===== src/hw/swap_mask_pkg.sv =====
// constants for the nibble swap, mask test, xor and wait unit
// ---------------------------------------------------------------
// ---------------------------------------------------------------
package swap_mask_pkg;
    // opcodes: high nibble picks the operation, low nibble the mode
    localparam logic [7:0] OP_SWAP_R = 8'hf0;
    localparam logic [7:0] OP_SWAP_PTR = 8'hf1;
    localparam logic [7:0] OP_WAIT_INT = 8'h3f;
    localparam logic [3:0] GRP_SWAP = 4'hf;
    localparam logic [3:0] GRP_CMASK_TEST = 4'h6;
    localparam logic [3:0] GRP_MASK_TEST = 4'h7;
    localparam logic [3:0] GRP_XOR = 4'hb;
    localparam logic [3:0] MODE_WORK = 4'h2;
    localparam logic [3:0] MODE_WORK_IND = 4'h3;
    localparam logic [3:0] MODE_REG = 4'h4;
    localparam logic [3:0] MODE_REG_IND = 4'h5;
    localparam logic [3:0] MODE_REG_IMM = 4'h6;
    // working register r<n> lives at register address {prefix, n}
    localparam logic [3:0] WORK_PREFIX = 4'hc;
    // instruction lengths in clock cycles
    localparam logic [3:0] CYC_SHORT = 4'h4;
    localparam logic [3:0] CYC_LONG = 4'h6;
    localparam logic [1:0] WAIT_QUARTER_FIRST = 2'h1;
    localparam logic [1:0] WAIT_QUARTER_LAST = 2'h3;
    // flag bit positions inside the flags byte
    localparam int FLAG_C = 7;
    localparam int FLAG_Z = 6;
    localparam int FLAG_S = 5;
    localparam int FLAG_V = 4;
    localparam int FLAG_D = 3;
    localparam int FLAG_H = 2;
    localparam int SIGN_BIT = 7;
    // register map on the AXI4-Lite slave
    localparam logic [7:0] ADDR_CTRL = 8'h00;
    localparam logic [7:0] ADDR_STATUS = 8'h04;
    localparam logic [7:0] ADDR_FLAGS = 8'h08;
    localparam logic [7:0] WORD_MASK = 8'hfc;
    localparam int CTRL_HOLD = 0;
    localparam int STATUS_BUSY = 8;
    localparam int STATUS_WAIT = 9;
    localparam logic [1:0] RESP_OKAY = 2'h0;
    localparam logic [1:0] RESP_SLVERR = 2'h2;
endpackage


===== src/hw/swap_mask_xor_unit.sv =====
// execution unit for nibble swap, mask tests, xor and wait-for-interrupt
`timescale 1ns/1ps
module swap_mask_xor_unit
(
    input wire logic aclk,
    input wire logic aresetn,
    input wire logic awvalid,
    output logic awready,
    input wire logic [7:0] awaddr,
    input wire logic wvalid,
    output logic wready,
    input wire logic [31:0] wdata,
    input wire logic [3:0] wstrb,
    output logic bvalid,
    input wire logic bready,
    output logic [1:0] bresp,
    input wire logic arvalid,
    output logic arready,
    input wire logic [7:0] araddr,
    output logic rvalid,
    input wire logic rready,
    output logic [31:0] rdata,
    output logic [1:0] rresp,
    input wire logic issue_valid,
    output logic issue_ready,
    input wire logic [7:0] issue_opcode,
    input wire logic [7:0] issue_byte2,
    input wire logic [7:0] issue_byte3,
    output logic done,
    output logic [7:0] rf_raddr,
    input wire logic [7:0] rf_rdata,
    output logic rf_we,
    output logic [7:0] rf_waddr,
    output logic [7:0] rf_wdata,
    output logic [7:0] flags,
    input wire logic irq_req,
    input wire logic dma_req,
    output logic dma_grant,
    output logic halted
);
    typedef enum logic [2:0]
    {
        S_IDLE, S_SRC_PTR, S_SRC, S_DST_PTR, S_DST, S_HOLD, S_WAIT
    } phase_type;

    typedef struct packed
    {
        phase_type phase;
        logic [3:0] grp;
        logic [7:0] src;
        logic [7:0] dst;
        logic [7:0] dst_addr;
        logic [7:0] res;
        logic [3:0] cnt;
        logic [1:0] quarter;
        logic irq_pend;
        logic issue_ready;
        logic done;
        logic halted;
        logic dma_grant;
        logic [7:0] rf_raddr;
        logic rf_we;
        logic [7:0] rf_waddr;
        logic [7:0] rf_wdata;
        logic [7:0] flags;
        logic hold;
        logic aw_held;
        logic w_held;
        logic [7:0] aw_addr;
        logic [31:0] w_data;
        logic w_lane0;
        logic awready;
        logic wready;
        logic bvalid;
        logic [1:0] bresp;
        logic arready;
        logic rvalid;
        logic [31:0] rdata;
        logic [1:0] rresp;
    } state_type;

    state_type st;
    state_type next_st;

    // -----------------------------------------------------------
    // decode of the offered instruction
    // -----------------------------------------------------------
    logic [3:0] op_grp;
    logic [3:0] op_mode;
    logic op_known;
    logic op_short;
    logic op_src_ind;
    logic take;
    logic finish;
    logic wr_fire;
    logic flags_wr;
    logic [7:0] aw_word;
    logic [7:0] ar_word;
    logic [7:0] alu_res;
    logic wait_exit;

    // unknown opcodes are never taken, yet issue_ready stays high, so the decoder sees them accepted and dropped
    assign op_grp = issue_opcode[7:4];
    assign op_mode = issue_opcode[3:0];
    assign op_known = issue_opcode == swap_mask_pkg::OP_WAIT_INT
        || issue_opcode == swap_mask_pkg::OP_SWAP_R
        || issue_opcode == swap_mask_pkg::OP_SWAP_PTR
        || ((op_grp == swap_mask_pkg::GRP_CMASK_TEST
        || op_grp == swap_mask_pkg::GRP_MASK_TEST
        || op_grp == swap_mask_pkg::GRP_XOR)
        && op_mode >= swap_mask_pkg::MODE_WORK
        && op_mode <= swap_mask_pkg::MODE_REG_IMM);
    assign op_short = op_grp == swap_mask_pkg::GRP_SWAP
        || op_mode == swap_mask_pkg::MODE_WORK;
    assign op_src_ind = op_mode == swap_mask_pkg::MODE_WORK_IND
        || op_mode == swap_mask_pkg::MODE_REG_IND;
    assign take = issue_valid && st.issue_ready && op_known;
    assign finish = st.phase == S_HOLD && st.cnt == 4'h1;
    assign wait_exit = st.phase == S_WAIT
        && st.quarter == swap_mask_pkg::WAIT_QUARTER_LAST
        && (st.irq_pend || irq_req);

    // the operation on the destination byte as it arrives
    assign alu_res = (st.grp == swap_mask_pkg::GRP_SWAP)
        ? {rf_rdata[3:0], rf_rdata[7:4]}
        : (st.grp == swap_mask_pkg::GRP_CMASK_TEST)
            ? (~rf_rdata & st.src)
        : (st.grp == swap_mask_pkg::GRP_MASK_TEST)
            ? (rf_rdata & st.src)
        : (rf_rdata ^ st.src);

    // bus decode: only the word address matters
    assign aw_word = st.aw_addr & swap_mask_pkg::WORD_MASK;
    assign ar_word = araddr & swap_mask_pkg::WORD_MASK;
    assign wr_fire = st.aw_held && st.w_held && !st.bvalid;
    assign flags_wr = wr_fire && st.w_lane0
        && aw_word == swap_mask_pkg::ADDR_FLAGS;

    // -----------------------------------------------------------
    // next state: bus slave first, then the instruction sequencer
    // -----------------------------------------------------------
    always_comb
    begin
        next_st = st;
        next_st.done = 1'b0;
        next_st.rf_we = 1'b0;
        // address and data are held apart so either may come first
        if (awvalid && st.awready)
        begin
            next_st.aw_held = 1'b1;
            next_st.aw_addr = awaddr;
        end
        if (wvalid && st.wready)
        begin
            next_st.w_held = 1'b1;
            next_st.w_data = wdata;
            next_st.w_lane0 = wstrb[0];
        end
        if (wr_fire)
        begin
            next_st.aw_held = 1'b0;
            next_st.w_held = 1'b0;
            next_st.bvalid = 1'b1;
            next_st.bresp = swap_mask_pkg::RESP_OKAY;
            if (aw_word == swap_mask_pkg::ADDR_CTRL && st.w_lane0)
                next_st.hold = st.w_data[swap_mask_pkg::CTRL_HOLD];
            else if (flags_wr)
                next_st.flags = st.w_data[7:0];
            else if (aw_word != swap_mask_pkg::ADDR_CTRL
                && aw_word != swap_mask_pkg::ADDR_STATUS
                && aw_word != swap_mask_pkg::ADDR_FLAGS)
                next_st.bresp = swap_mask_pkg::RESP_SLVERR;
        end
        else if (st.bvalid && bready)
            next_st.bvalid = 1'b0;
        // reads answer one cycle after the address is taken
        if (arvalid && st.arready)
        begin
            next_st.rvalid = 1'b1;
            next_st.rresp = swap_mask_pkg::RESP_OKAY;
            next_st.rdata = 32'h0000_0000;
            case (ar_word)
                swap_mask_pkg::ADDR_CTRL:
                    next_st.rdata[swap_mask_pkg::CTRL_HOLD] = st.hold;
                swap_mask_pkg::ADDR_STATUS:
                begin
                    next_st.rdata[swap_mask_pkg::STATUS_BUSY] =
                        st.phase != S_IDLE;
                    next_st.rdata[swap_mask_pkg::STATUS_WAIT] = st.halted;
                end
                swap_mask_pkg::ADDR_FLAGS:
                    next_st.rdata[7:0] = st.flags;
                default:
                    next_st.rresp = swap_mask_pkg::RESP_SLVERR;
            endcase
        end
        else if (st.rvalid && rready)
            next_st.rvalid = 1'b0;
        // every fetch and execute state burns one cycle of the budget
        if (st.phase != S_IDLE && st.phase != S_WAIT)
            next_st.cnt = st.cnt - 4'h1;
        case (st.phase)
            S_IDLE:
            begin
                if (take)
                begin
                    next_st.grp = op_grp;
                    next_st.cnt = op_short
                        ? swap_mask_pkg::CYC_SHORT - 4'h1
                        : swap_mask_pkg::CYC_LONG - 4'h1;
                    // the take cycle is the first of four, so the
                    // exit lands on a whole multiple of four cycles
                    next_st.quarter = swap_mask_pkg::WAIT_QUARTER_FIRST;
                    next_st.irq_pend = 1'b0;
                    if (issue_opcode == swap_mask_pkg::OP_WAIT_INT)
                        next_st.phase = S_WAIT;
                    else if (op_grp == swap_mask_pkg::GRP_SWAP)
                    begin
                        next_st.dst_addr = issue_byte2;
                        next_st.rf_raddr = issue_byte2;
                        next_st.phase =
                            (issue_opcode == swap_mask_pkg::OP_SWAP_PTR)
                            ? S_DST_PTR : S_DST;
                    end
                    else
                    begin
                        if (op_mode == swap_mask_pkg::MODE_WORK
                            || op_mode == swap_mask_pkg::MODE_WORK_IND)
                        begin
                            next_st.dst_addr = {swap_mask_pkg::WORK_PREFIX,
                                issue_byte2[7:4]};
                            next_st.rf_raddr = {swap_mask_pkg::WORK_PREFIX,
                                issue_byte2[3:0]};
                        end
                        else if (op_mode == swap_mask_pkg::MODE_REG_IMM)
                        begin
                            next_st.dst_addr = issue_byte2;
                            next_st.rf_raddr = issue_byte2;
                            next_st.src = issue_byte3;
                        end
                        else
                        begin
                            next_st.dst_addr = issue_byte3;
                            next_st.rf_raddr = issue_byte2;
                        end
                        next_st.phase =
                            (op_mode == swap_mask_pkg::MODE_REG_IMM) ? S_DST
                            : op_src_ind ? S_SRC_PTR : S_SRC;
                    end
                end
            end
            S_SRC_PTR:
            begin
                next_st.rf_raddr = rf_rdata;
                next_st.phase = S_SRC;
            end
            S_SRC:
            begin
                next_st.src = rf_rdata;
                next_st.rf_raddr = st.dst_addr;
                next_st.phase = S_DST;
            end
            S_DST_PTR:
            begin
                next_st.dst_addr = rf_rdata;
                next_st.rf_raddr = rf_rdata;
                next_st.phase = S_DST;
            end
            S_DST:
            begin
                next_st.dst = rf_rdata;
                next_st.res = alu_res;
                next_st.phase = S_HOLD;
            end
            S_HOLD:
            begin
                // results land together at the end of the budget;
                // a bus write to flags in that cycle loses Z, S and, except after swap, V
                if (finish)
                begin
                    next_st.done = 1'b1;
                    next_st.phase = S_IDLE;
                    next_st.flags[swap_mask_pkg::FLAG_Z] =
                        st.res == 8'h00;
                    next_st.flags[swap_mask_pkg::FLAG_S] =
                        st.res[swap_mask_pkg::SIGN_BIT];
                    // swap leaves C and V as they were; D, H never touched
                    if (st.grp != swap_mask_pkg::GRP_SWAP)
                        next_st.flags[swap_mask_pkg::FLAG_V] = 1'b0;
                    if (st.grp == swap_mask_pkg::GRP_SWAP
                        || st.grp == swap_mask_pkg::GRP_XOR)
                    begin
                        next_st.rf_we = 1'b1;
                        next_st.rf_waddr = st.dst_addr;
                        next_st.rf_wdata = st.res;
                    end
                end
            end
            S_WAIT:
            begin
                // leave only on a four-cycle boundary, flags untouched
                next_st.quarter = st.quarter + 2'h1;
                next_st.irq_pend = st.irq_pend || irq_req;
                if (wait_exit)
                begin
                    next_st.done = 1'b1;
                    next_st.irq_pend = 1'b0;
                    next_st.phase = S_IDLE;
                end
            end
            default:
                next_st.phase = S_IDLE;
        endcase
        // registered handshakes derived from the state being entered
        next_st.awready = !next_st.aw_held && !next_st.bvalid;
        next_st.wready = !next_st.w_held && !next_st.bvalid;
        next_st.arready = !next_st.rvalid;
        next_st.halted = next_st.phase == S_WAIT;
        next_st.dma_grant = next_st.phase == S_WAIT && dma_req;
        next_st.issue_ready = next_st.phase == S_IDLE && !next_st.hold;
    end

    // state register, synchronous reset to all zero
    always_ff @(posedge aclk)
    begin
        if (!aresetn)
            st <= '0;
        else
            st <= next_st;
    end

    // outputs straight from the state register
    assign awready = st.awready;
    assign wready = st.wready;
    assign bvalid = st.bvalid;
    assign bresp = st.bresp;
    assign arready = st.arready;
    assign rvalid = st.rvalid;
    assign rdata = st.rdata;
    assign rresp = st.rresp;
    assign issue_ready = st.issue_ready;
    assign done = st.done;
    assign rf_raddr = st.rf_raddr;
    assign rf_we = st.rf_we;
    assign rf_waddr = st.rf_waddr;
    assign rf_wdata = st.rf_wdata;
    assign flags = st.flags;
    assign dma_grant = st.dma_grant;
    assign halted = st.halted;
endmodule


===== config.mk =====
export PLATFORM = sky130hd
export DESIGN_NAME = swap_mask_xor_unit
export DESIGN_NICKNAME = d
export VERILOG_FILES = /design/src/hw/swap_mask_pkg.sv /design/src/hw/swap_mask_xor_unit.sv
export SDC_FILE = /design/constraint.sdc
export NUM_CORES = 1
export LEC_CHECK = 0
export BUFFER_PORTS_ARGS = -buffer_cell sky130_fd_sc_hd__buf_4
export CORE_UTILIZATION = 50
export CTS_CLUSTER_SIZE = 10
export DETAILED_ROUTE_END_ITERATION = 8
export PLACE_DENSITY_LB_ADDON = 0.08
export SETUP_SLACK_MARGIN = 0.15
export SLEW_MARGIN = 20
export SYNTH_ARGS = -nofsm -noshare
export SYNTH_HDL_FRONTEND = slang
export SYNTH_SLANG_ARGS = --single-unit

===== constraint.sdc =====
create_clock -name aclk -period 4 [get_ports aclk]
set_input_delay 0.4 -clock aclk [delete_from_list [all_inputs] [get_ports aclk]]
set_output_delay 0.4 -clock aclk [all_outputs]
set_load 0.01 [all_outputs]

==> report_table.html, run 1 <==
<table>
<tr><th>Metric</th><th>Value</th></tr>
<tr><th colspan="2">Outcome</th></tr>
<tr><td>Run status</td><td>completed</td></tr>
<tr><th colspan="2">Timing</th></tr>
<tr><td>Final sum of negative setup slack</td><td>0 ns</td></tr>
<tr><td>Worst-Margin Slew</td><td>0.992 ns</td></tr>
<tr><td>Worst relative slew slack</td><td>33.8%</td></tr>
<tr><td>Achievable clock frequency</td><td>0.394 GHz</td></tr>
<tr><td>Setup repair after global routing missed its margin</td><td>no</td></tr>
<tr><td>Count of final max-slew check failures</td><td>0</td></tr>
<tr><td>Post-route clock skew</td><td>0.00837 ns</td></tr>
<tr><td>Final Hold Vio Count</td><td>0</td></tr>
<tr><td>Finish-stage setup viols</td><td>0</td></tr>
<tr><td>Period Utilization, post-route</td><td>63.5%</td></tr>
<tr><td>Min Clock Period, post-route</td><td>2.54 ns</td></tr>
<tr><th colspan="2">Floorplan</th></tr>
<tr><td>Area of the die</td><td>13,000 µm²</td></tr>
<tr><td>Io pins</td><td>172</td></tr>
<tr><td>Die Span Y</td><td>114 µm</td></tr>
<tr><td>Floorplan die width</td><td>114 µm</td></tr>
<tr><td>Floorplan core area</td><td>12,100 µm²</td></tr>
<tr><td>Number of placement rows</td><td>40</td></tr>
<tr><td>Starting density of the core</td><td>51.6%</td></tr>
<tr><th colspan="2">Critical path</th></tr>
<tr><td>Type of element launching the critical path</td><td>flip-flop</td></tr>
<tr><td>Worst path required time</td><td>4.23 ns</td></tr>
<tr><td>Crit Path Category</td><td>flip-flop to flip-flop</td></tr>
<tr><td>Data arrival, critical path</td><td>2.77 ns</td></tr>
<tr><td>Worst-path fanout max</td><td>24</td></tr>
<tr><td>Category of the worst setup path capture point</td><td>flip-flop</td></tr>
<tr><th colspan="2">Logic synthesis</th></tr>
<tr><td>Cell types occupying the most area after synthesis</td><td>sky130_fd_sc_hd__dfxtp_1 35%, sky130_fd_sc_hd__buf_4 8.8%, sky130_fd_sc_hd__mux2i_1 5.9%</td></tr>
<tr><td>Number of standard cells after synthesis</td><td>753</td></tr>
<tr><td>Top-area cell type share of the netlist area</td><td>35.2%</td></tr>
<tr><td>Count of yosys warnings during synthesis</td><td>0</td></tr>
<tr><td>Cell variety after synth</td><td>64</td></tr>
<tr><td>Post-synth top area cell</td><td>sky130_fd_sc_hd__dfxtp_1</td></tr>
<tr><td>Fraction of the yosys area taken by sequential cells</td><td>35.2%</td></tr>
<tr><td>Synthesis-stage register bit count</td><td>110</td></tr>
<tr><td>Mean instance size in the synthesized netlist</td><td>8.30 µm²</td></tr>
<tr><td>Area of the mapped netlist</td><td>6250 µm²</td></tr>
<tr><td>Number of flops mapped to enable cells by yosys</td><td>0</td></tr>
<tr><td>Flip-flop cell with the highest count after synthesis</td><td>sky130_fd_sc_hd__dfxtp_1</td></tr>
<tr><td>Share of synthesized flip-flops with an asynchronous set or reset</td><td>0%</td></tr>
<tr><th colspan="2">Drt</th></tr>
<tr><td>DR iter-0 viols</td><td>408</td></tr>
<tr><td>Total vias in the final route</td><td>5,480</td></tr>
<tr><td>Highest metal layer with signal wires</td><td>met4</td></tr>
<tr><td>Antenna Nets Post-Route</td><td>0</td></tr>
<tr><td>M1 WL</td><td>7200 µm</td></tr>
<tr><td>Number of detailed-routing iterations run before antenna repair</td><td>5</td></tr>
<tr><td>Total length of routed met2 wires</td><td>7490 µm</td></tr>
<tr><td>Post-detailed-route via-to-cell ratio</td><td>5.68</td></tr>
<tr><td>Total DRC errors in the routed layout</td><td>0</td></tr>
<tr><td>Routed met3 length</td><td>852 µm</td></tr>
<tr><td>Routed Wire Length</td><td>15,900 µm</td></tr>
<tr><td>Routed len/inst</td><td>16.5 µm</td></tr>
<tr><th colspan="2">Place</th></tr>
<tr><td>Number of buffers added on ports</td><td>116</td></tr>
<tr><td>Final HPWL from detailed placement</td><td>11,700 µm</td></tr>
<tr><td>Final GP Congestion</td><td>0.920</td></tr>
<tr><th colspan="2">Global routing</th></tr>
<tr><td>Wire length of the first global-routing pass</td><td>25,100 µm</td></tr>
<tr><td>Total GRT Usage</td><td>24.9%</td></tr>
<tr><td>Maximum number of pins on one net before global-route repair</td><td>52</td></tr>
<tr><td>Vias in the first global route</td><td>4,883</td></tr>
<tr><td>Remaining global-route overflow</td><td>0</td></tr>
<tr><td>Number of antenna violations at the first check in global routing</td><td>0</td></tr>
<tr><th colspan="2">Power and ir drop</th></tr>
<tr><td>Worst-case vdd ir drop</td><td>0.204 mV</td></tr>
<tr><td>Post-layout power</td><td>2440 µW</td></tr>
<tr><td>Pwr dens</td><td>346 nW/µm²</td></tr>
<tr><td>Leak</td><td>0.00292 µW</td></tr>
<tr><th colspan="2">Clock tree</th></tr>
<tr><td>CTS buffer count</td><td>9</td></tr>
<tr><td>Maximum level of the CTS H-tree</td><td>3</td></tr>
<tr><td>Number of clock sinks seen by CTS</td><td>110</td></tr>
<tr><td>CTS Hold Buffers Added</td><td>0</td></tr>
<tr><td>Clock transition at the registers of the reported paths</td><td>0.07 ns</td></tr>
<tr><td>Root buffer selected by CTS</td><td>sky130_fd_sc_hd__clkbuf_16</td></tr>
<tr><td>Post-CTS repair timing setup buffer count</td><td>0</td></tr>
<tr><td>CTS tree</td><td>yes</td></tr>
<tr><td>Longest Clk Path Bufs</td><td>2</td></tr>
<tr><td>PostCTS Resize Cnt</td><td>0</td></tr>
<tr><td>Clock latency on the worst-skew pair</td><td>0.36 ns</td></tr>
<tr><th colspan="2">Worst hold path</th></tr>
<tr><td>Worst hold path class</td><td>primary input to flip-flop</td></tr>
<tr><th colspan="2">Cells and area</th></tr>
<tr><td>Fill cell instance count of the final layout</td><td>1,168</td></tr>
<tr><td>Layout cell share with drive strength beyond 1</td><td>19.1%</td></tr>
<tr><td>Number of diodes</td><td>0</td></tr>
<tr><td>Nets@finish</td><td>906</td></tr>
<tr><td>Layout overhead on the synthesized area</td><td>12.9%</td></tr>
<tr><th colspan="2">Job</th></tr>
<tr><td>Max-Cap Viols</td><td>0</td></tr>
</table>
==> report_power, final <==
group,internal [µW],switching (µW),total [µW]
clock network,549,416,966
logic,134,191,325
registers,1130,26.9,1150
==> registers in the layout, indices dropped and copies added, names as in the netlist <==
| name | flops |
|---|---|
| rresp | 1 |
| st | 50 |
| awready | 1 |
| rdata | 10 |
| arready | 1 |
| aw_word | 6 |
| rf_waddr | 8 |
| dma_grant | 1 |
| bvalid | 1 |
| rvalid | 1 |
| rf_wdata | 8 |
| rf_raddr | 8 |
| issue_ready | 1 |
| halted | 1 |
| wready | 1 |
| bresp | 1 |
| flags | 8 |
| rf_we | 1 |
| done | 1 |
==> through the flow <==
step / std cells / hold WS, ns / setup WS [ns] / utilization (%) / instance area [µm²]
6_report: 965 / 0.292 / 1.46 / 58.3 / 7060
5_1_grt: 965 / 0.283 / 1.27 / 58.3 / 7060
4_1_cts: 965 / 0.279 / 1.48 / 58.3 / 7060
3_5_place_dp: 950 / 0.449 / 1.28 / 55.7 / 6750
3_3_place_gp: 950 / 0.440 / 1.30 / 55.7 / 6750
2_1_floorplan: 776 / 0.431 / 2.05 / - / 6340
==> metal layers <==
layer,vias to the layer above,GRT usage [%]
met4,0,9.18
li1,2689,-
met3,28,4.41
met1,2577,32.9
met2,186,40.7
met5,-,0
==> logic make-up (layout without fill, tap and decap cells) <==
kind of cell / count (synthesis) / count (layout) / synth area share, %
AO/OA/AOI/OAI: 191 / 191 / 20.7
XOR/XNOR: 5 / 5 / 0.700
adder cells (fa/ha/maj): 19 / 19 / 3.80
buffers and inverters: 135 / 156 / 12.6
flip-flops: 110 / 110 / 35.2
multiplexers: 39 / 39 / 6.28
other: 1 / 24 / 0.0600
AND/OR/NAND/NOR: 253 / 253 / 20.6
==> cell usage in the layout, fill, tap and decap left out, drive strengths merged, types with 6 or more instances in the layout <==
| cell | Yosys | final |
|---|---|---|
| o21ai | 29 | 29 |
| o31ai | 10 | 10 |
| o21a | 7 | 7 |
| mux2i | 37 | 37 |
| o211ai | 6 | 6 |
| a311oi | 18 | 18 |
| nor2 | 61 | 61 |
| nand3b | 7 | 7 |
| inv | 19 | 20 |
| nand2b | 17 | 17 |
| a211oi | 20 | 20 |
| dfxtp | 110 | 110 |
| and3 | 9 | 9 |
| clkbuf | 36 | 10 |
| a22oi | 12 | 12 |
| buf | 80 | 122 |
| nand4 | 11 | 11 |
| nand3 | 22 | 22 |
| a21oi | 65 | 65 |
| nand2 | 82 | 82 |
| ha | 19 | 19 |
| nor3 | 8 | 8 |
| conb | 1 | 24 |
==> synthesized netlist by cell type, drive strengths merged (11+ instances only) <==
cell and n:
dfxtp 110, nand2 82, buf 80, a21oi 65
nor2 61, mux2i 37, clkbuf 36, o21ai 29
nand3 22, a211oi 20, ha 19, inv 19
a311oi 18, nand2b 17, a22oi 12, nand4 11
==> critical path: stages, from the launching register on <==
cell and delay (ns):
sky130_fd_sc_hd__dfxtp_1 0.54, sky130_fd_sc_hd__or3_1 0.68, sky130_fd_sc_hd__nor2_1 0.28, sky130_fd_sc_hd__nand3_1 0.33, sky130_fd_sc_hd__o31ai_1 0.47, sky130_fd_sc_hd__nor4bb_1 0.11
==> layout make-up <==
cell class / instances / area, µm² / share of cell area [%]
multi-input combinational: 531 / 3350 / 47.4
sequential: 110 / 2200 / 31.2
timing repair buffer: 122 / 916 / 13.0
clock buffer: 10 / 229 / 3.24
tap: 168 / 210 / 2.98
clock inverter: 5 / 83.8 / 1.19
inverter: 19 / 71.3 / 1.01
==> worst paths after layout <==
path | startpoint | to | slack (ns) | cells past startpoint
setup / recovery | st[165] | dma_grant | 1.46 | 5
hold / removal | wdata[1] | st[43] | 0.29 | 3
setup reg to reg | st[165] | dma_grant | 1.46 | 5
hold reg to reg | st[46] | st[46] | 0.46 | 2
No activity file was read; power rests on OpenSTA's default activity.
==> run 2, diff against run 1 <==
--- a/config.mk
+++ b/config.mk
@@ -6,7 +6,7 @@
 export NUM_CORES = 1
 export LEC_CHECK = 0
 export BUFFER_PORTS_ARGS = -buffer_cell sky130_fd_sc_hd__buf_4
-export CORE_UTILIZATION = 50
+export CORE_UTILIZATION = 48
 export CTS_CLUSTER_SIZE = 10
 export DETAILED_ROUTE_END_ITERATION = 8
 export PLACE_DENSITY_LB_ADDON = 0.08
==> constraint.sdc (replaced) <==
create_clock -name aclk -period 2.3 [get_ports aclk]
set_input_delay 0.23 -clock aclk [delete_from_list [all_inputs] [get_ports aclk]]
set_output_delay 0.23 -clock aclk [all_outputs]
set_load 0.01 [all_outputs]
==> report_table.html, run 2 (same netlist as run 1, synthesis figures left out) <==
<table>
<tr><th>Metric</th><th>Value</th></tr>
<tr><th colspan="2">Timing</th></tr>
<tr><td>Achievable clock frequency</td><td>0.521 GHz (was 0.394 GHz)</td></tr>
<tr><td>Setup repair after global routing missed its margin</td><td>no (unchanged)</td></tr>
<tr><td>Finish-stage setup viols</td><td>0 (unchanged)</td></tr>
<tr><td>Worst relative slew slack</td><td>58.5% (was 33.8%)</td></tr>
<tr><td>Worst-Margin Slew</td><td>0.619 ns (was 0.992 ns)</td></tr>
<tr><td>Final critical-path setup slack</td><td>0.379 ns (was 1.46 ns)</td></tr>
<tr><td>Min Clock Period, post-route</td><td>1.92 ns (was 2.54 ns)</td></tr>
<tr><td>Period Utilization, post-route</td><td>83.5% (was 63.5%)</td></tr>
<tr><td>Post-route clock skew</td><td>0.00901 ns (was 0.00837 ns)</td></tr>
<tr><td>Final sum of negative setup slack</td><td>0 ns (unchanged)</td></tr>
<tr><td>Count of final max-slew check failures</td><td>0 (unchanged)</td></tr>
<tr><td>Final Hold Vio Count</td><td>0 (unchanged)</td></tr>
<tr><th colspan="2">Cells and area</th></tr>
<tr><td>Most frequent standard cell in the layout excluding fill and tap cells</td><td>sky130_fd_sc_hd__buf_4 (unchanged)</td></tr>
<tr><td>Fill cell instance count of the final layout</td><td>1,183 (was 1,168)</td></tr>
<tr><td>Number of non-filler instances in the completed layout</td><td>983 (was 965)</td></tr>
<tr><td>Number of diodes</td><td>0 (unchanged)</td></tr>
<tr><td>Most frequent cells in the layout</td><td>134 x sky130_fd_sc_hd__buf_4, 110 x sky130_fd_sc_hd__dfxtp_1, 82 x sky130_fd_sc_hd__nand2_1 (was 122 x sky130_fd_sc_hd__buf_4, 110 x sky130_fd_sc_hd__dfxtp_1, 82 x sky130_fd_sc_hd__nand2_1)</td></tr>
<tr><td>Max reg flops</td><td>50 (unchanged)</td></tr>
<tr><td>Multi-input logic area</td><td>3350 µm² (unchanged)</td></tr>
<tr><td>Layout overhead on the synthesized area</td><td>14.4% (was 12.9%)</td></tr>
<tr><td>Layout cell share with drive strength beyond 1</td><td>20.6% (was 19.1%)</td></tr>
<tr><td>Final Cell Area</td><td>7160 µm² (was 7060 µm²)</td></tr>
<tr><td>Register with the most flip-flops</td><td>st (unchanged)</td></tr>
<tr><td>Footprint of the flip-flops and latches</td><td>2200 µm² (unchanged)</td></tr>
<tr><td>Nets@finish</td><td>919 (was 906)</td></tr>
<tr><th colspan="2">Critical path</th></tr>
<tr><td>Data arrival, critical path</td><td>2.15 ns (was 2.77 ns)</td></tr>
<tr><td>Worst-path fanout max</td><td>16 (was 24)</td></tr>
<tr><td>Worst-path cell chain</td><td>ha_1 &gt; nor3b_2 &gt; nand4_1 &gt; nor2_2 &gt; buf_4 &gt; mux2i_1 &gt; nor2_1 (was or3_1 &gt; nor2_1 &gt; nand3_1 &gt; o31ai_1 &gt; nor4bb_1)</td></tr>
<tr><td>Register-to-register path setup slack</td><td>0.38 ns (was 1.46 ns)</td></tr>
<tr><td>Worst flop-to-flop path startpoint</td><td>st[125] (was st[165])</td></tr>
<tr><td>Type of element launching the critical path</td><td>flip-flop (unchanged)</td></tr>
<tr><td>Critical register-to-register path endpoint</td><td>rf_waddr[7] (was dma_grant)</td></tr>
<tr><td>Family of cells with the greatest summed delay on the critical path</td><td>simple AND/OR/NAND/NOR gates (unchanged)</td></tr>
<tr><td>Category of the worst setup path capture point</td><td>flip-flop (unchanged)</td></tr>
<tr><td>Library cell contributing the largest single delay on the critical path</td><td>sky130_fd_sc_hd__dfxtp_1 (was sky130_fd_sc_hd__or3_1)</td></tr>
<tr><td>Number of cells on the worst reg-to-reg path</td><td>7 (was 5)</td></tr>
<tr><td>Sum of buffers and inverters on the critical path</td><td>1 (was 0)</td></tr>
<tr><td>Largest stage delay on the critical path</td><td>0.41 ns (was 0.68 ns)</td></tr>
<tr><td>Worst path required time</td><td>2.53 ns (was 4.23 ns)</td></tr>
<tr><td>Crit Path Category</td><td>flip-flop to flip-flop (unchanged)</td></tr>
<tr><th colspan="2">Drt</th></tr>
<tr><td>Total DRC errors in the routed layout</td><td>0 (unchanged)</td></tr>
<tr><td>Post-detailed-route via-to-cell ratio</td><td>5.63 (was 5.68)</td></tr>
<tr><td>Routed len/inst</td><td>16.6 µm (was 16.5 µm)</td></tr>
<tr><td>Antenna Nets Post-Route</td><td>0 (unchanged)</td></tr>
<tr><td>Number of detailed-routing iterations run before antenna repair</td><td>5 (unchanged)</td></tr>
<tr><td>DR iter-0 viols</td><td>406 (was 408)</td></tr>
<tr><td>Total vias in the final route</td><td>5,532 (was 5,480)</td></tr>
<tr><td>Routed Wire Length</td><td>16,400 µm (was 15,900 µm)</td></tr>
<tr><th colspan="2">Global routing</th></tr>
<tr><td>Number of antenna violations at the first check in global routing</td><td>0 (unchanged)</td></tr>
<tr><td>Met2 GRT Util</td><td>40.6% (was 40.7%)</td></tr>
<tr><td>Remaining global-route overflow</td><td>0 (unchanged)</td></tr>
<tr><td>Highest-utilization routing layer at the global route stage</td><td>met2 (unchanged)</td></tr>
<tr><td>Vias in the first global route</td><td>5,029 (was 4,883)</td></tr>
<tr><td>Met1 demand-to-capacity share in global routing</td><td>34.0% (was 32.9%)</td></tr>
<tr><td>Wire length of the first global-routing pass</td><td>26,100 µm (was 25,100 µm)</td></tr>
<tr><td>Maximum number of pins on one net before global-route repair</td><td>69 (was 52)</td></tr>
<tr><td>Total GRT Usage</td><td>25.1% (was 24.9%)</td></tr>
<tr><td>Grt met3 use</td><td>4.88% (was 4.41%)</td></tr>
<tr><th colspan="2">Clock tree</th></tr>
<tr><td>CTS tree</td><td>yes (unchanged)</td></tr>
<tr><td>PostCTS Resize Cnt</td><td>0 (unchanged)</td></tr>
<tr><td>CTS buffer count</td><td>9 (unchanged)</td></tr>
<tr><td>Longest Clk Path Bufs</td><td>2 (unchanged)</td></tr>
<tr><td>Number of clock sinks seen by CTS</td><td>110 (unchanged)</td></tr>
<tr><td>Clock transition at the registers of the reported paths</td><td>0.08 ns (was 0.07 ns)</td></tr>
<tr><td>Root buffer selected by CTS</td><td>sky130_fd_sc_hd__clkbuf_16 (unchanged)</td></tr>
<tr><td>CTS Hold Buffers Added</td><td>0 (unchanged)</td></tr>
<tr><td>Maximum level of the CTS H-tree</td><td>3 (unchanged)</td></tr>
<tr><td>Post-CTS repair timing setup buffer count</td><td>0 (unchanged)</td></tr>
<tr><td>Clock latency on the worst-skew pair</td><td>0.35 ns (was 0.36 ns)</td></tr>
<tr><th colspan="2">Place</th></tr>
<tr><td>Pre-CTS WS</td><td>0.269 ns (was 1.28 ns)</td></tr>
<tr><td>Placed instance count</td><td>967 (was 950)</td></tr>
<tr><td>Total cell area at the placement stage</td><td>6860 µm² (was 6750 µm²)</td></tr>
<tr><td>Final GP Congestion</td><td>0.915 (was 0.920)</td></tr>
<tr><td>Final HPWL from detailed placement</td><td>12,200 µm (was 11,700 µm)</td></tr>
<tr><td>Number of buffers added on ports</td><td>116 (unchanged)</td></tr>
<tr><th colspan="2">Worst hold path</th></tr>
<tr><td>Cell count of the worst hold path</td><td>3 (unchanged)</td></tr>
<tr><td>Hold wc startpoint</td><td>wdata[7] (was wdata[1])</td></tr>
<tr><td>Sink of the worst hold path</td><td>st[49] (was st[43])</td></tr>
<tr><td>Worst hold path class</td><td>primary input to flip-flop (unchanged)</td></tr>
<tr><th colspan="2">Floorplan</th></tr>
<tr><td>Floorplan core area</td><td>12,700 µm² (was 12,100 µm²)</td></tr>
<tr><td>Die Span Y</td><td>116 µm (was 114 µm)</td></tr>
<tr><td>Number of placement rows</td><td>41 (was 40)</td></tr>
<tr><td>Io pins</td><td>172 (unchanged)</td></tr>
<tr><td>Floorplan die width</td><td>116 µm (was 114 µm)</td></tr>
<tr><td>Area of the die</td><td>13,500 µm² (was 13,000 µm²)</td></tr>
<tr><td>Starting density of the core</td><td>49.4% (was 51.6%)</td></tr>
<tr><th colspan="2">Outcome</th></tr>
<tr><td>Run status</td><td>completed (unchanged)</td></tr>
<tr><th colspan="2">Power and ir drop</th></tr>
<tr><td>Portion of total power attributed to sequential cells</td><td>48.7% (was 47.2%)</td></tr>
<tr><td>Switch Pwr</td><td>1150 µW (was 634 µW)</td></tr>
<tr><td>Leak</td><td>0.00298 µW (was 0.00292 µW)</td></tr>
<tr><td>Post-layout power</td><td>4110 µW (was 2440 µW)</td></tr>
<tr><td>Relative contribution of the clock network to total power</td><td>37.0% (was 39.5%)</td></tr>
<tr><td>Internal Dissipation</td><td>2960 µW (was 1810 µW)</td></tr>
<tr><td>Worst-case vdd ir drop</td><td>0.322 mV (was 0.204 mV)</td></tr>
<tr><td>Fraction of power spent switching nets</td><td>27.9% (was 26.0%)</td></tr>
<tr><td>Combinational cell fraction of total power</td><td>14.3% (was 13.3%)</td></tr>
<tr><td>Pwr dens</td><td>575 nW/µm² (was 346 nW/µm²)</td></tr>
<tr><th colspan="2">Job</th></tr>
<tr><td>Max-Cap Viols</td><td>0 (unchanged)</td></tr>
</table>
[run 2: power by group through the flow]
stage	sequential [µW]	combinational [µW]	clock, µW
after floorplan	2030	391	0
after CTS	2000	583	1560
after global placement	2040	568	0
after detailed placement	2050	581	0
final	2000	587	1520
after global routing	2010	648	1640
[run 2: layout make-up]
class	instances	share of cell area (%)
Multi-Input combinational cell	531	46.8
Sequential cell	110	30.8
Timing Repair Buffer	135	14.3
Clock buffer	9	3.15
Tap cell	172	3.01
Inverter	19	0.997
Clock inverter	7	0.944
[run 2: metal layers]
layer / up-vias / wire (µm)
met5: - / 0
met4: 0 / 214
met3: 21 / 947
met2: 207 / 7650
met1: 2592 / 7550
li1: 2712 / -
[run 2: through the flow]
stage | hold WS (ns) | utilization (%)
2_1_floorplan | 0.346 | -
3_3_place_gp | 0.440 | 54.2
3_5_place_dp | 0.442 | 54.2
4_1_cts | 0.103 | 56.5
5_1_grt | 0.104 | 56.5
6_report | 0.115 | 56.5
[run 2: tightest hold or removal path: stages]
cell,delay (ns)
sky130_fd_sc_hd__buf_4,0.11
sky130_fd_sc_hd__nand2_1,0.04
sky130_fd_sc_hd__a21oi_1,0.05
[run 2: how the worst max path moves through the flow]
stage	slack [ns]	from	endpoint	cells after the start
6_report	0.38	st[125]	rf_waddr[7]	7
5_1_grt	0.24	st[125]	rf_waddr[5]	7
4_1_cts	0.39	st[125]	rf_waddr[7]	7
3_5_place_dp	0.27	issue_opcode[7]	st[153]	6
3_3_place_gp	0.31	issue_opcode[7]	st[127]	6
2_1_floorplan	0.35	st[125]	rf_waddr[0]	7
==> run 3, diff against run 2 <==
--- a/config.mk
+++ b/config.mk
@@ -6,7 +6,7 @@
 export NUM_CORES = 1
 export LEC_CHECK = 0
 export BUFFER_PORTS_ARGS = -buffer_cell sky130_fd_sc_hd__buf_4
-export CORE_UTILIZATION = 48
+export CORE_UTILIZATION = 50
 export CTS_CLUSTER_SIZE = 10
 export DETAILED_ROUTE_END_ITERATION = 8
 export PLACE_DENSITY_LB_ADDON = 0.08
==> constraint.sdc (replaced) <==
create_clock -name aclk -period 1.8 [get_ports aclk]
set_input_delay 0.18 -clock aclk [delete_from_list [all_inputs] [get_ports aclk]]
set_output_delay 0.18 -clock aclk [all_outputs]
set_load 0.01 [all_outputs]
==> report_table.html, run 3 (same netlist as run 1, synthesis figures left out) <==
<table>
<tr><th>Metric</th><th>Value</th></tr>
<tr><th colspan="2">Outcome</th></tr>
<tr><td>Run status</td><td>completed (unchanged)</td></tr>
<tr><th colspan="2">Timing</th></tr>
<tr><td>Count of final max-slew check failures</td><td>0 (unchanged)</td></tr>
<tr><td>Post-route clock skew</td><td>0.0121 ns (was 0.00901 ns)</td></tr>
<tr><td>Final Hold Vio Count</td><td>0 (unchanged)</td></tr>
<tr><td>Worst relative slew slack</td><td>64.6% (was 58.5%)</td></tr>
<tr><td>Achievable clock frequency</td><td>0.566 GHz (was 0.521 GHz)</td></tr>
<tr><td>Finish-stage setup viols</td><td>0 (unchanged)</td></tr>
<tr><td>Period Utilization, post-route</td><td>98.1% (was 83.5%)</td></tr>
<tr><td>Worst-Margin Slew</td><td>0.530 ns (was 0.619 ns)</td></tr>
<tr><td>Min Clock Period, post-route</td><td>1.77 ns (was 1.92 ns)</td></tr>
<tr><td>Setup repair after global routing missed its margin</td><td>yes (was no)</td></tr>
<tr><th colspan="2">Drt</th></tr>
<tr><td>Post-detailed-route via-to-cell ratio</td><td>5.55 (was 5.63)</td></tr>
<tr><td>Total DRC errors in the routed layout</td><td>0 (unchanged)</td></tr>
<tr><td>Antenna Nets Post-Route</td><td>0 (unchanged)</td></tr>
<tr><td>Number of detailed-routing iterations run before antenna repair</td><td>5 (unchanged)</td></tr>
<tr><td>Routed Wire Length</td><td>17,400 µm (was 16,400 µm)</td></tr>
<tr><td>Routed len/inst</td><td>16.9 µm (was 16.6 µm)</td></tr>
<tr><td>DR iter-0 viols</td><td>369 (was 406)</td></tr>
<tr><td>Total vias in the final route</td><td>5,716 (was 5,532)</td></tr>
<tr><th colspan="2">Cells and area</th></tr>
<tr><td>Layout overhead on the synthesized area</td><td>27.2% (was 14.4%)</td></tr>
<tr><td>Final standard cell utilization of the core</td><td>65.7% (was 56.5%)</td></tr>
<tr><td>Number of non-filler instances in the completed layout</td><td>1,029 (was 983)</td></tr>
<tr><td>Most frequent cells in the layout</td><td>164 x sky130_fd_sc_hd__buf_4, 102 x sky130_fd_sc_hd__dfxtp_1, 78 x sky130_fd_sc_hd__nand2_1 (was 134 x sky130_fd_sc_hd__buf_4, 110 x sky130_fd_sc_hd__dfxtp_1, 82 x sky130_fd_sc_hd__nand2_1)</td></tr>
<tr><td>Register with the most flip-flops</td><td>st (unchanged)</td></tr>
<tr><td>Max reg flops</td><td>50 (unchanged)</td></tr>
<tr><td>Layout cell share with drive strength beyond 1</td><td>30.5% (was 20.6%)</td></tr>
<tr><td>Most frequent standard cell in the layout excluding fill and tap cells</td><td>sky130_fd_sc_hd__buf_4 (unchanged)</td></tr>
<tr><td>Nets@finish</td><td>969 (was 919)</td></tr>
<tr><td>Number of diodes</td><td>0 (unchanged)</td></tr>
<tr><th colspan="2">Power and ir drop</th></tr>
<tr><td>Pwr dens</td><td>696 nW/µm² (was 575 nW/µm²)</td></tr>
<tr><td>Internal Dissipation</td><td>4060 µW (was 2960 µW)</td></tr>
<tr><td>Worst-case vdd ir drop</td><td>0.612 mV (was 0.322 mV)</td></tr>
<tr><td>Combinational cell fraction of total power</td><td>16.4% (was 14.3%)</td></tr>
<tr><td>Switch Pwr</td><td>1480 µW (was 1150 µW)</td></tr>
<tr><td>Leak</td><td>0.00332 µW (was 0.00298 µW)</td></tr>
<tr><td>Fraction of power spent switching nets</td><td>26.7% (was 27.9%)</td></tr>
<tr><td>Portion of total power attributed to sequential cells</td><td>46.3% (was 48.7%)</td></tr>
<tr><td>Relative contribution of the clock network to total power</td><td>37.2% (was 37.0%)</td></tr>
<tr><th colspan="2">Floorplan</th></tr>
<tr><td>Io pins</td><td>172 (unchanged)</td></tr>
<tr><td>Number of placement rows</td><td>40 (was 41)</td></tr>
<tr><td>Starting density of the core</td><td>51.6% (was 49.4%)</td></tr>
<tr><td>Die Span Y</td><td>114 µm (was 116 µm)</td></tr>
<tr><td>Area of the die</td><td>13,000 µm² (was 13,500 µm²)</td></tr>
<tr><td>Floorplan die width</td><td>114 µm (was 116 µm)</td></tr>
<tr><td>Floorplan core area</td><td>12,100 µm² (was 12,700 µm²)</td></tr>
<tr><th colspan="2">Critical path</th></tr>
<tr><td>Worst-path fanout max</td><td>8 (was 16)</td></tr>
<tr><td>End of the critical path</td><td>flags[6] (was rf_waddr[7])</td></tr>
<tr><td>Library cell contributing the largest single delay on the critical path</td><td>sky130_fd_sc_hd__or4_4 (was sky130_fd_sc_hd__dfxtp_1)</td></tr>
<tr><td>Register-to-register path setup slack</td><td>0.03 ns (was 0.38 ns)</td></tr>
<tr><td>Worst-path cell chain</td><td>or4_4 &gt; nor2_4 &gt; and4b_1 &gt; buf_12 &gt; mux2i_1 &gt; a211oi_1 (was ha_1 &gt; nor3b_2 &gt; nand4_1 &gt; nor2_2 &gt; buf_4 &gt; mux2i_1 &gt; nor2_1)</td></tr>
<tr><td>Depth of the critical timing path with buffers and inverters included</td><td>6 (was 7)</td></tr>
<tr><td>Number of cells on the worst reg-to-reg path</td><td>6 (was 7)</td></tr>
<tr><td>Sum of buffers and inverters on the critical path</td><td>1 (unchanged)</td></tr>
<tr><td>Worst setup path start</td><td>aw_word[4] (was st[125])</td></tr>
<tr><td>Type of element launching the critical path</td><td>flip-flop (unchanged)</td></tr>
<tr><td>Data arrival, critical path</td><td>2.00 ns (was 2.15 ns)</td></tr>
<tr><td>Family of cells with the greatest summed delay on the critical path</td><td>simple AND/OR/NAND/NOR gates (unchanged)</td></tr>
<tr><td>Worst path required time</td><td>2.03 ns (was 2.53 ns)</td></tr>
<tr><td>Crit Path Category</td><td>flip-flop to flip-flop (unchanged)</td></tr>
<tr><td>Critical register-to-register path endpoint</td><td>flags[6] (was rf_waddr[7])</td></tr>
<tr><td>Category of the worst setup path capture point</td><td>flip-flop (unchanged)</td></tr>
<tr><td>Largest stage delay on the critical path</td><td>0.54 ns (was 0.41 ns)</td></tr>
<tr><td>Worst flop-to-flop path startpoint</td><td>aw_word[4] (was st[125])</td></tr>
<tr><th colspan="2">Clock tree</th></tr>
<tr><td>Root buffer selected by CTS</td><td>sky130_fd_sc_hd__clkbuf_16 (unchanged)</td></tr>
<tr><td>Number of clock sinks seen by CTS</td><td>110 (unchanged)</td></tr>
<tr><td>Clock transition at the registers of the reported paths</td><td>0.08 ns (about the same)</td></tr>
<tr><td>CTS buffer count</td><td>9 (unchanged)</td></tr>
<tr><td>CTS Hold Buffers Added</td><td>0 (unchanged)</td></tr>
<tr><td>Maximum level of the CTS H-tree</td><td>3 (unchanged)</td></tr>
<tr><td>Longest Clk Path Bufs</td><td>2 (unchanged)</td></tr>
<tr><td>Clock latency on the worst-skew pair</td><td>0.36 ns (was 0.35 ns)</td></tr>
<tr><td>CTS tree</td><td>yes (unchanged)</td></tr>
<tr><th colspan="2">Place</th></tr>
<tr><td>Final HPWL from detailed placement</td><td>12,700 µm (was 12,200 µm)</td></tr>
<tr><td>Placed instance count</td><td>989 (was 967)</td></tr>
<tr><td>Number of buffers added on ports</td><td>116 (unchanged)</td></tr>
<tr><td>Final GP Congestion</td><td>0.922 (was 0.915)</td></tr>
<tr><th colspan="2">Job</th></tr>
<tr><td>Max-Cap Viols</td><td>0 (unchanged)</td></tr>
<tr><th colspan="2">Global routing</th></tr>
<tr><td>Total GRT Usage</td><td>26.7% (was 25.1%)</td></tr>
<tr><td>Wire length of the first global-routing pass</td><td>26,900 µm (was 26,100 µm)</td></tr>
<tr><td>Remaining global-route overflow</td><td>0 (unchanged)</td></tr>
<tr><td>Maximum number of pins on one net before global-route repair</td><td>64 (was 69)</td></tr>
<tr><td>Vias in the first global route</td><td>5,252 (was 5,029)</td></tr>
<tr><td>Number of antenna violations at the first check in global routing</td><td>0 (unchanged)</td></tr>
<tr><th colspan="2">Worst hold path</th></tr>
<tr><td>Hold wc startpoint</td><td>wstrb[0] (was wdata[7])</td></tr>
<tr><td>Worst hold path class</td><td>primary input to flip-flop (unchanged)</td></tr>
</table>
run 3: cell types whose count changed in the layout (fill, tap and decap cells not counted), moves of 3 or more:
cell                      delta
sky130_fd_sc_hd__buf_4      +30
sky130_fd_sc_hd__buf_12      +9
sky130_fd_sc_hd__buf_6       +9
sky130_fd_sc_hd__dfxtp_1     -8
sky130_fd_sc_hd__dfxtp_2     +7
sky130_fd_sc_hd__nor2_4      +5
sky130_fd_sc_hd__nand2_1     -4
sky130_fd_sc_hd__nor2_1      -4
sky130_fd_sc_hd__nand2_2     +3
run 3: worst min-delay path by stage:
stage,end,cells past startpoint
after floorplan,dma_grant,2
after global placement,dma_grant,3
after detailed placement,dma_grant,3
after CTS,st[41],3
after global routing,st[41],3
final,st[41],3
run 3: worst register-to-register path, cell delays in order (launching register included):
cell	delay (ns)
sky130_fd_sc_hd__dfxtp_2	0.32
sky130_fd_sc_hd__or4_4	0.54
sky130_fd_sc_hd__nor2_4	0.11
sky130_fd_sc_hd__and4b_1	0.25
sky130_fd_sc_hd__buf_12	0.15
sky130_fd_sc_hd__mux2i_1	0.19
sky130_fd_sc_hd__a211oi_1	0.08
run 3: area by class of cell:
cell class,instances,area [µm²]
well taps,168,210
flip-flops and latches,110,2210
clock inverters,5,65.1
repair buffers,185,1570
fillers,1049,4160
inverters,19,71.3
multi-input cells,531,3580
clock buffers,11,243
run 3: through the flow:
step	power, µW	hold WS (ns)	setup WS [ns]	TNS, ns	cell area (µm²)
2_1_floorplan	3110	0.296	0.0320	0	6390
3_3_place_gp	3410	0.423	-0.00623	-0.0123	7170
3_5_place_dp	3430	0.435	-0.0758	-0.133	7170
4_1_cts	5490	0.0606	0.0361	0	7660
5_1_grt	5750	0.0629	-0.0471	-0.251	7960
6_report	5540	0.0609	0.0339	0	7960
run 3: power groups by stage:
stage	Sequential, µW	Combinational (µW)	Clock [µW]
floorplan	2600	506	0
finish	2570	911	2060
global placement	2610	800	0
global route	2570	982	2200
detailed placement	2620	813	0
CTS	2560	850	2080
run 3: repair_timing:
item / CTS / global route
hold endpoints to repair: 0 / 0
pin swaps: 8 / 16
resized for setup: 19 / 50
buffers inserted: 10 / 13
gates cloned: 1 / 0
endpoints found under the setup margin: 52 / 66
run 3: metal layers:
layer  global-route usage (%)  vias to the layer above  part of all wire [%]
met5                        0                        -                     0
met4                     8.83                        0                   1.6
met3                     4.89                       25                   5.5
met2                     45.2                      196                    50
met1                     34.1                     2686                    43
li1                         -                     2809                     -
